$ cat src/verilog/osq_pkg.sv
// Shared constants and types of the oversampled output sequencer.
// Assumes a single 25 MHz clock domain and a synchronous active-low reset.
package osq_pkg;
   // ***************************************************************
   // Timing
   // ***************************************************************
   localparam int CLK_PERIOD_NS = 40;                      // Clock period
   localparam int US_NS         = 1000;                    // One microsecond
   localparam int MS_NS         = 1000000;                 // One millisecond
   localparam int US_CLK        = US_NS / CLK_PERIOD_NS;   // Cycles per microsecond
   localparam int MS_CLK        = MS_NS / CLK_PERIOD_NS;   // Cycles per millisecond
   localparam int WD_TIME_MS    = 100;                     // Watchdog timeout after reset
   localparam logic [15:0] WD_TIME_MS_RST = 16'(WD_TIME_MS); // Watchdog reset value

   // ***************************************************************
   // Register map and widths
   // ***************************************************************
   localparam logic [11:0] REG_ERR_CNT_OFS = 12'h30D;      // Frame sequence error count
   localparam logic [7:0]  ERR_CNT_RST     = 8'h00;        // Error count after reset
   localparam int SAMPLE_W = 16;                           // One sample word
   localparam int SEQ_W    = 16;                           // One channel sequence counter

   // ***************************************************************
   // Types
   // ***************************************************************
   typedef enum logic {OSQ_IDLE, OSQ_RUN} osq_blk_t;       // Block sequencing state

   typedef struct packed {
      logic [15:0]        cycle_us;                        // Bus cycle time in us
      logic [7:0]         factor;                          // Oversampling factor
      logic [7:0]         word_count;                      // Sample words per channel
      logic signed [15:0] shift_us;                        // Shift time in us
   } osq_cfg_t;
endpackage

$ cat src/verilog/osq_sequencer.sv
// Sample FIFO and output sequencer of an oversampling analog output device.
// Assumes raw sync events, bus time and process data arrive synchronous to mclk.
`timescale 1ns/1ps

// ***************************************************************
// Sample FIFO
// ***************************************************************
module osq_fifo
   import osq_pkg::*;
#(
   parameter int W     = 32,                               // Word width
   parameter int DEPTH = 4                                 // Word count
) (
   input  wire logic         mclk,                         // Clock
   input  wire logic         rst_n,                        // Sync reset, low
   input  wire logic         in_valid,                     // Word offered
   output logic              in_ready,                     // Room for a word
   input  wire logic [W-1:0] in_data,                      // Word in
   output logic              out_valid,                    // Word available
   input  wire logic         out_ready,                    // Word taken
   output logic [W-1:0]      out_data                      // Word out
);
   localparam int PW = (DEPTH > 1) ? $clog2(DEPTH) : 1;    // Pointer width
   localparam int CW = $clog2(DEPTH + 1);                  // Count width

   typedef struct packed {
      logic [DEPTH-1:0][W-1:0] mem;                        // Storage
      logic [PW-1:0]           wp;                         // Write pointer
      logic [PW-1:0]           rp;                         // Read pointer
      logic [CW-1:0]           cnt;                        // Fill level
      logic                    rdy;                        // Not full
   } osq_fifo_st_t;

   osq_fifo_st_t st_r;                                     // State
   osq_fifo_st_t st_nxt;                                   // Next state

   assign in_ready  = st_r.rdy;
   assign out_valid = (st_r.cnt != '0);
   assign out_data  = st_r.mem[st_r.rp];

   // Push and pop, full stays honest through the registered ready
   always_comb begin
      st_nxt = st_r;
      if (in_valid && st_r.rdy) begin
         st_nxt.mem[st_r.wp] = in_data;
         st_nxt.wp = (st_r.wp == PW'(DEPTH - 1)) ? '0 : PW'(st_r.wp + 1'b1);
      end
      if (out_ready && out_valid) begin
         st_nxt.rp = (st_r.rp == PW'(DEPTH - 1)) ? '0 : PW'(st_r.rp + 1'b1);
      end
      st_nxt.cnt = CW'(st_r.cnt + CW'(in_valid && st_r.rdy) - CW'(out_ready && out_valid));
      st_nxt.rdy = (st_nxt.cnt != CW'(DEPTH));
   end

   // State register
   always_ff @(posedge mclk) begin
      if (!rst_n) begin
         st_r     <= '0;
         st_r.rdy <= 1'b1;
      end else begin
         st_r <= st_nxt;
      end
   end
endmodule

// ***************************************************************
// Sequencer top
// ***************************************************************
// Overview of operation
// - New block starts on every shifted block event
// - Sample period is cycle over oversampling factor
// - One conversion per sample tick, next sample
// - Word count mismatch: no output produced
// - Block and sample events delayed by shift
// - Sequence break adds one to error count
// - Watchdog enabled at reset, 100 ms
// - Data output; commit restarts watchdog
// - No fresh data: hold last value
// - Watchdog time zero disables watchdog
// - Supply low 32 bits of next block time
module osq_sequencer
   import osq_pkg::*;
#(
   parameter int NCH           = 2,                        // Output channels
   parameter int FIFO_DEPTH    = 4,                        // Sample FIFO depth
   parameter int SHIFT_BIAS_US = 20,                       // Delay added so negative shifts fit
   parameter int MS_CYCLES     = MS_CLK                    // Cycles per watchdog tick
) (
   input  wire logic                   mclk,               // Clock, 25 MHz
   input  wire logic                   rst_n,              // Sync reset, low
   input  wire logic                   sync1_raw,          // Unshifted block event pulse
   input  wire logic [31:0]            dc_time_lo,         // Local bus time, low 32 bits, ns
   input  wire osq_cfg_t               cfg,                // Cycle, factor, count, shift
   input  wire logic                   wd_cfg_wr,          // Load watchdog time
   input  wire logic [15:0]            wd_cfg_ms,          // Watchdog time in ms
   input  wire logic                   pd_valid,           // Sample vector offered
   output logic                        pd_ready,           // Sample vector accepted
   input  wire logic [NCH*SAMPLE_W-1:0] pd_data,           // One sample per channel
   input  wire logic                   pd_commit,          // Buffer access completed
   input  wire logic [NCH*SEQ_W-1:0]   pd_seq,             // Sequence counters
   input  wire logic                   reg_rd,             // Register read strobe
   input  wire logic [11:0]            reg_addr,           // Register offset
   output logic [7:0]                  reg_rdata,          // Register read data
   output logic                        dac_strobe,         // Conversion start
   output logic [NCH*SAMPLE_W-1:0]     dac_data,           // Converter codes
   output logic [31:0]                 next_block_start_time, // Next block time
   output logic [7:0]                  sample_index,       // Index in block
   output logic                        wd_expired          // Outputs forced to zero
);
   localparam int DW = NCH * SAMPLE_W;                     // Sample vector width

   typedef struct packed {
      logic [31:0]        dly_cnt;                         // Shift delay countdown
      logic               dly_busy;                        // Shifted event pending
      logic [31:0]        per_cnt;                         // Sample period countdown
      logic [7:0]         idx;                             // Sample index
      osq_blk_t           blk;                             // Block state
      logic               fresh;                           // Commit since last block
      logic               blk_fresh;                       // Block has fresh data
      logic [NCH*SEQ_W-1:0] seq_prev;                      // Last sequence counters
      logic               have_prev;                       // Seen a first commit
      logic [7:0]         err_cnt;                         // Frame sequence error count
      logic [15:0]        wd_time;                         // Watchdog time, ms
      logic [15:0]        wd_ms;                           // Elapsed ms
      logic [31:0]        wd_pre;                          // Tick prescaler
      logic               wd_exp;                          // Watchdog expired
      logic [DW-1:0]      dac;                             // Output codes
      logic               strobe;                          // Conversion pulse
      logic [31:0]        nbst;                            // Next block start time
      logic [7:0]         rdata;                           // Read data
   } osq_st_t;

   osq_st_t        st_r;                                   // State
   osq_st_t        st_nxt;                                 // Next state
   logic           f_valid;                                // FIFO has a vector
   logic [DW-1:0]  f_data;                                 // FIFO head
   logic           pop;                                    // Take FIFO head
   logic           sync1;                                  // Shifted block event
   logic           conv;                                   // Sample tick
   logic           match;                                  // Word count equals factor
   logic           seq_bad;                                // Sequence break seen
   logic [31:0]    per_clk;                                // Sample period in cycles
   logic signed [31:0] dly_clk;                            // Shift delay in cycles

   // True when any channel counter did not advance by exactly one
   function automatic logic seq_break(input logic [NCH*SEQ_W-1:0] prev, input logic [NCH*SEQ_W-1:0] cur);
      logic b;
      b = 1'b0;
      for (int c = 0; c < NCH; c++) begin
         if (cur[c*SEQ_W +: SEQ_W] != SEQ_W'(prev[c*SEQ_W +: SEQ_W] + 1'b1)) begin
            b = 1'b1;
         end
      end
      return b;
   endfunction

   // Samples wait here until their tick
   osq_fifo #(.W(DW), .DEPTH(FIFO_DEPTH)) u_fifo (
      .mclk      (mclk),
      .rst_n     (rst_n),
      .in_valid  (pd_valid),
      .in_ready  (pd_ready),
      .in_data   (pd_data),
      .out_valid (f_valid),
      .out_ready (pop),
      .out_data  (f_data)
   );

   // Derived timing of the configuration
   always_comb begin
      per_clk = 32'(cfg.cycle_us) * 32'(US_CLK);
      if (cfg.factor != 8'h00) begin
         per_clk = per_clk / 32'(cfg.factor);
      end
      dly_clk = (32'(cfg.shift_us) + 32'(SHIFT_BIAS_US)) * 32'(US_CLK);
      match   = (cfg.word_count == cfg.factor);
      seq_bad = seq_break(st_r.seq_prev, pd_seq);
   end

   // Next state of the sequencer
   always_comb begin
      st_nxt        = st_r;
      st_nxt.strobe = 1'b0;
      pop           = 1'b0;
      sync1         = 1'b0;
      conv          = 1'b0;
      // Shift the block event; the sample ticks follow it
      if (sync1_raw) begin
         if (dly_clk <= 32'sd0) begin
            sync1 = 1'b1;
         end else begin
            st_nxt.dly_cnt  = dly_clk;
            st_nxt.dly_busy = 1'b1;
         end
      end else if (st_r.dly_busy) begin
         if (st_r.dly_cnt <= 32'd1) begin
            st_nxt.dly_busy = 1'b0;
            sync1           = 1'b1;
         end else begin
            st_nxt.dly_cnt = st_r.dly_cnt - 32'd1;
         end
      end
      // Block and tick sequencing
      if (sync1) begin
         st_nxt.blk       = OSQ_RUN;
         st_nxt.idx       = 8'h00;
         st_nxt.per_cnt   = per_clk;
         st_nxt.blk_fresh = st_r.fresh || pd_commit;
         st_nxt.nbst      = dc_time_lo + 32'(cfg.cycle_us) * 32'(US_NS);
         conv             = 1'b1;
      end else if (st_r.blk == OSQ_RUN) begin
         if (st_r.per_cnt > 32'd1) begin
            st_nxt.per_cnt = st_r.per_cnt - 32'd1;
         end else if (9'(st_r.idx) + 9'd1 < 9'(cfg.factor)) begin
            st_nxt.idx     = st_r.idx + 8'h01;
            st_nxt.per_cnt = per_clk;
            conv           = 1'b1;
         end else begin
            st_nxt.blk = OSQ_IDLE;
         end
      end
      // Fresh data flag, a commit in the block cycle wins
      if (pd_commit) begin
         st_nxt.fresh = 1'b1;
      end else if (sync1) begin
         st_nxt.fresh = 1'b0;
      end
      // Conversion on each tick unless the word count is wrong
      if (conv && match) begin
         st_nxt.strobe = 1'b1;
         if ((sync1 ? (st_r.fresh || pd_commit) : st_r.blk_fresh) && f_valid) begin
            st_nxt.dac = f_data;
            pop        = 1'b1;
         end
      end
      // Sequence counter monitoring
      if (pd_commit) begin
         st_nxt.have_prev = 1'b1;
         st_nxt.seq_prev  = pd_seq;
         if (st_r.have_prev && seq_bad) begin
            st_nxt.err_cnt = st_r.err_cnt + 8'h01;
         end
      end
      // Output watchdog
      if (wd_cfg_wr) begin
         st_nxt.wd_time = wd_cfg_ms;
      end
      if (pd_commit) begin
         st_nxt.wd_ms  = 16'h0000;
         st_nxt.wd_pre = 32'h0000_0000;
         st_nxt.wd_exp = 1'b0;
      end else if (st_r.wd_time == 16'h0000) begin
         st_nxt.wd_exp = 1'b0;
      end else if (!st_r.wd_exp) begin
         if (st_r.wd_pre >= 32'(MS_CYCLES - 1)) begin
            st_nxt.wd_pre = 32'h0000_0000;
            st_nxt.wd_ms  = st_r.wd_ms + 16'h0001;
            if (17'(st_r.wd_ms) + 17'd1 >= 17'(st_r.wd_time)) begin
               st_nxt.wd_exp = 1'b1;
            end
         end else begin
            st_nxt.wd_pre = st_r.wd_pre + 32'h0000_0001;
         end
      end
      if (st_nxt.wd_exp) begin
         st_nxt.dac = '0;
      end
      // Register read port, unmapped offsets read zero
      if (reg_rd) begin
         st_nxt.rdata = (reg_addr == REG_ERR_CNT_OFS) ? st_r.err_cnt : 8'h00;
      end
   end

   // State register
   always_ff @(posedge mclk) begin
      if (!rst_n) begin
         st_r         <= '0;
         st_r.blk     <= OSQ_IDLE;
         st_r.err_cnt <= ERR_CNT_RST;
         st_r.wd_time <= WD_TIME_MS_RST;
      end else begin
         st_r <= st_nxt;
      end
   end

   assign reg_rdata             = st_r.rdata;
   assign dac_strobe            = st_r.strobe;
   assign dac_data              = st_r.dac;
   assign next_block_start_time = st_r.nbst;
   assign sample_index          = st_r.idx;
   assign wd_expired            = st_r.wd_exp;
endmodule

$ cat config.mk
export PLATFORM = sky130hd
export DESIGN_NAME = osq_sequencer
export DESIGN_NICKNAME = d
export VERILOG_FILES = /design/src/verilog/osq_pkg.sv /design/src/verilog/osq_sequencer.sv
export SDC_FILE = /design/constraint.sdc
export NUM_CORES = 2
export LEC_CHECK = 0
export ABC_CLOCK_PERIOD_IN_PS = 304100
export BUFFER_PORTS_ARGS = -buffer_cell sky130_fd_sc_hd__buf_4
export CAP_MARGIN = 0
export CORE_MARGIN = 2
export CORE_UTILIZATION = 35
export CTS_BUF_LIST = sky130_fd_sc_hd__clkbuf_16
export DETAILED_ROUTE_END_ITERATION = 8
export GPL_TIMING_DRIVEN = 1
export MAX_ROUTING_LAYER = met4
export SLEW_MARGIN = 10
export SYNTH_ARGS = -nofsm -noshare
export SYNTH_HDL_FRONTEND = slang
export SYNTH_SLANG_ARGS = --single-unit
$ cat constraint.sdc
create_clock -name mclk -period 304.1 [get_ports mclk]
set_input_delay 60.82 -clock mclk [delete_from_list [all_inputs] [get_ports mclk]]
set_output_delay 60.82 -clock mclk [all_outputs]
set_load 0.05 [all_outputs]
# Word-level counts from Yosys, hierarchy flattened
# Cells that the tools add are included.
[op_classes]
n_addsub = 16
mul = 3
n_div = 1
magnitude_cmp = 9
n_eq_ne = 9
muxes = 42
bitwise = 4
n_reduce_logical = 24
[op_table]
columns = ["op", "count"]
rows = [
  ["2-to-1 mux 32 bit", 6],
  ["bitwise mux 128 bit", 1],
  ["2-to-1 mux 33 bit", 3],
  ["2-to-1 mux 41 bit", 2],
  ["binary-select mux 32 bit (select 2 bit)", 1],
  ["demux 32 bit (select 2 bit)", 1],
  ["subtractor 32 x 1 -> 32 bit (second input constant)", 2],
  ["2-to-1 mux 49 bit", 1],
  ["adder 16 x 1 -> 16 bit (second input constant)", 3],
  ["2-to-1 mux 40 bit", 1],
  ["adder 32 x 1 -> 32 bit (second input constant)", 1],
  ["adder 32 x 26 -> 32 bit", 1],
  ["divider 21 x 8 -> 32 bit", 1],
  ["greater-or-equal comparator 32 x 15 -> 1 bit (second input constant)", 1],
  ["greater-than comparator 32 x 1 -> 1 bit (second input constant)", 1],
  ["<= comparator 32 x 1 -> 1 bit (second input constant)", 1],
  ["inequality test 16 bit", 2],
  ["<= comparator 23 x 1 -> 1 bit (second input constant)", 1],
  ["multiplier 16 x 7 -> 23 bit (second input constant)", 1],
  ["multiplier 17 x 6 -> 23 bit (second input constant)", 1],
  ["multiplier 16 x 5 -> 21 bit (second input constant)", 1],
  ["2-to-1 mux 1 bit", 21],
  ["adder 16 x 1 -> 17 bit (second input constant)", 1],
  ["adder 16 x 6 -> 17 bit (second input constant)", 1],
  ["other kinds (28)", 52],
]
[word_totals]
ff_bits = 391
inputBits = 179
out_inout_bits = 83
wordCells = 134

# Depth between registers and ports, before layout
[depth]
depth_word = 12
depth_mapped = 436
mapped_depth_nobuf = 399

# Modules after synthesis
# From an unflattened synthesis, not the netlist that was laid out.
[hier_totals]
hier_cells = 5832
area_unflattened_um2 = 44901.8
[by_module_without_submodules]
columns = ["module", "instances", "cells_each", "area_each_um2", "seq_area_each_um2"]
rows = [
  ["osq_sequencer", 1, 5182, 38831.0, 5104.9],
  ["osq_fifo", 1, 650, 6070.8, 2722.6],
]

# Worst setup path after synthesis
# OpenSTA, ideal clock, no wires.
[synth_timing]
kind = "input-to-reg"
startpoint = "input port cfg[24] in the netlist's numbering"
endpoint = "register st_r[190] in the netlist's numbering"
setup_time_ns = 0.145
arrival_ns = 141.491
required_ns = 303.955
path_slack_ns = 162.464
cell_stages = 417
path_buffers = 40
path_cell_list = "inv_1 -> ha_1 -> o211a_1 -> a211oi_1 -> mux2i_1 -> nor2_1 -> ha_1 -> or3_1 -> o22ai_1 -> nor4_1 -> or2_2 -> ha_1 -> or3_1 -> o221a_2 -> o21ai_0 -> a21oi_1 -> inv_1 -> ha_1 -> [381 not listed] -> nor2_1 -> a21oi_1 -> ha_1 -> a21o_1 -> a21oi_1 -> nor2b_1 -> o21ai_0 -> nand2b_1 -> a21oi_1 -> nor2b_1 -> o21ai_0 -> and4_1 -> o221ai_1 -> a221oi_1 -> nand4_1 -> or4_1 -> a2111oi_0 -> a221oi_1"
[synth_via]
elab_chain_cells = 6
word_cells_on_any_way = 10
cone_classes = "1 x div; 1 x order compare; 5 x mux; 3 x reduce/logical"
[synth_lines]
columns = ["element", "line_no", "text"]
rows = [
  ["start, declared", "osq_sequencer.sv:93", "input wire osq_cfg_t cfg,"],
  ["divider 21 x 8 -> 32 bit / nonzero test 8 bit (equally long branches)", "osq_sequencer.sv:173, osq_sequencer.sv:172", ""],
  ["2-to-1 mux 32 bit", "osq_sequencer.sv:172", "if (cfg.factor != 8'h00) begin"],
  ["2-to-1 mux 40 bit", "osq_sequencer.sv:214", "end else if (9'(st_r.idx) + 9'd1 < 9'(cfg.factor)) begin"],
  ["2-to-1 mux 32 bit", "osq_sequencer.sv:212", "if (st_r.per_cnt > 32'd1) begin"],
  ["2-to-1 mux 41 bit", "osq_sequencer.sv:211", "end else if (st_r.blk == OSQ_RUN) begin"],
  ["2-to-1 mux 41 bit", "osq_sequencer.sv:204", "if (sync1) begin"],
  ["end signal, assigned", "osq_sequencer.sv:282", "st_r <= st_nxt;"],
  ["end, declared", "osq_sequencer.sv:133", "osq_st_t st_r;"],
]
# Several ways; a longest one is shown, not always the timed one. The select of a mux whose other input is x is not followed.
# A chain may end at the register's enable or synchronous reset.

# Worst setup path after layout
# Same ends and word-level chain as after synthesis.

==> metrics.txt <==
reg2reg path depth 18; post-synth top area cell dfxtp_1; Syn Std Cell Area 44,800 sq um; Worst Setup SP cfg[24]; Avg WL per Cell 17.2 um; CP max stage delay 0.71 ns; RSZ-0062 raised after global routing no; wire length on met2 60.3 mm; Synth Register Bits 391; CTS tree yes; Max Used Layer met4; Die Height 362 um; CP most frequent cell o21a_1; Mapped Cells 5,910; Final ANT Viol Nets 0; Layout Skew 0.0287 ns; # hold bufs at CTS 0; crit path time final 151.37 ns; Starting Density 35.2%; Setup crit end st_r[190]$_SDFFE_PN0P_; number of synthesized flops with an enable pin 0; synth top area cells dfxtp_1, ha_1, a21oi_1, nand2_1, nor2_1; final setup fails 0; Clock Path Buffers 3; critical path required time 304.55 ns; FMAX 0.00661 GHz; GP Congestion 0.940; largest net degree at the start of global routing 107; Setup crit start kind primary input; Reg-to-Reg Start st_r[210]$_SDFFE_PN0P_; Site Rows 131; root buf cell clkbuf_16; critical path peak fanout 30; met3 wire len 6.75 mm; R2R setup slack 298.40 ns; setup tns final 0 ns; vias 43.0k; worst skew pair latency 0.61 ns; core area 127,000 sq um; global-route wire length before repair 212 mm; Rel. slew slack 29.9%; die area 131,000 sq um; Hold Violations, Final 0; initial antenna violation count 3; CP Class primary input to flip-flop; Port Buffer Count 261; drt drc 0; Seq/Total Area, Yosys 17.5%; Final Cycle Share 49.8%; IO Pins 262; Total GRT Usage 19.9%; nets 6,665; Syn. warnings 0; drt initial violations 3,177; ys async rst share 0%; fin. max-slew vios 0; Congestion Overflow GR 0; layout cell share with drive strength beyond 1 10.6%; MaxCap Viol Count 0; clk sinks 391; vias per cell 5.61; Synth top area share 17.5%; Clk pin slew, worst setup/hold paths 0.06 ns; post-CTS sizing 0; M1 wire length 62.1 mm; clock buffer count from CTS 42; die extent in x 362 um; Synth Flop Type dfxtp_1; Hold WC Path Type flip-flop to flip-flop; worst r2r dst st_r[190]$_SDFFE_PN0P_; Post-DP HPWL 100 mm; setup bufs post-CTS 0; Total Wirelength 131 mm; Area Overhead vs Synth 9.43%; crit end category flip-flop; vias in the first global route 40.8k; DR pass1 iterations 6; H-tree levels 2; slowest stage cell, crit path nor2_1; synth unique cells 140; status finished clean; Syn Area/Cell 7.59 sq um; Arr. time, crit path 151.82 ns; worst-margin pin slew 1.03 ns
synth_stat cells (54+ instances only):
| cell | count |
|---|---|
| nand2_1 | 674 |
| nor2_1 | 601 |
| a21oi_1 | 538 |
| ha_1 | 436 |
| dfxtp_1 | 391 |
| inv_1 | 257 |
| nor3_1 | 247 |
| o21ai_0 | 242 |
| xnor2_1 | 219 |
| o21a_1 | 168 |
| clkbuf_1 | 152 |
| xor2_1 | 143 |
| nand3_1 | 133 |
| mux2i_1 | 110 |
| buf_4 | 109 |
| fa_1 | 81 |
| nand4_1 | 69 |
| and3_1 | 62 |
| nor2b_1 | 62 |
| nor4_1 | 62 |
| a31oi_1 | 59 |
| or3_1 | 57 |
| mux2_2 | 55 |
| a21o_1 | 54 |
| and2_1 | 54 |
sequential cells by signal (all words and copies together), names as in the netlist:
register and count:
st_r 173, u_fifo.st_r 135, dac_data 32, next_block_start_time 32, reg_rdata 8, sample_index 8
dac_strobe 1, u_fifo.in_ready 1, wd_expired 1
layout by cell type, fill, tap and decap left out, drive strengths merged, types with 168 or more instances in the layout:
master	instances
inv	270
nor2	606
o21a	168
o21ai	268
dfxtp	391
nor3	260
buf	305
a21oi	544
ha	436
nand2	676
xnor2	219
worst min path at each step:
stage | start | endpoint | slack, ns | cells after the start
3_3_place_gp | st_r[204]$_SDFFE_PN0P_ | st_r[204]$_SDFFE_PN0P_ | 0.44 | 2
5_1_grt | u_fifo.st_r[92]$_SDFFE_PN0P_ | u_fifo.st_r[92]$_SDFFE_PN0P_ | 0.47 | 2
4_1_cts | u_fifo.st_r[85]$_SDFFE_PN0P_ | u_fifo.st_r[85]$_SDFFE_PN0P_ | 0.45 | 2
3_5_place_dp | u_fifo.st_r[85]$_SDFFE_PN0P_ | u_fifo.st_r[85]$_SDFFE_PN0P_ | 0.44 | 2
2_1_floorplan | st_r[204]$_SDFFE_PN0P_ | st_r[204]$_SDFFE_PN0P_ | 0.43 | 2
6_report | dac_data[14]$_SDFFE_PP0P_ | dac_data[14]$_SDFFE_PP0P_ | 0.45 | 2
critical path: cells and delay by family:
family,cells,cell delay (ns)
compound gates,210,47.90
simple gates,109,28.18
fa+ha+maj,30,8.88
mux,6,2.02
buf+inv,30,3.78
per-stage QoR:
step           hold WS (ns)  util, %  worst slack (ns)  cells  instance area (sq um)
2_1_floorplan         0.427        -            162.46   5920                  44900
3_3_place_gp          0.436     37.5            156.47   7587                  47700
3_5_place_dp          0.443     37.5            153.24   7587                  47700
4_1_cts               0.452     38.5            153.54   7662                  49100
5_1_grt               0.468     38.5            144.29   7664                  49100
6_report              0.449     38.5            152.73   7665                  49100
logic make-up (layout without fill, tap and decap cells):
group,Yosys count,after routing,synth area share (%)
compound gates,1571,1571,23.0
mux,203,203,5.62
xor+xnor,363,363,7.11
simple gates,2303,2303,25.3
fa+ha+maj,520,520,15.8
buf+inv,558,638,5.72
other cells,1,14,0.00836
flops,391,391,17.5
per-layer routing:
layer  track usage [%]  vias up
li1                  -    21458
met3              2.20      166
met2              32.3     1069
met1              26.7    20318
met4              3.75        0
met5                 -        -
layout make-up:
type,count,area (sq um)
fillers,13143,78300
clock buffers,42,1050
multi-input cells,4971,34500
diodes,3,7.51
well taps,1662,2080
inverters,258,976
clock inverters,33,298
repair buffers,305,2290
flip-flops and latches,391,7830
Power is left out: the tool's default activity adds up to more than one toggle a clock period on the data nets, which glitch-free logic cannot reach.
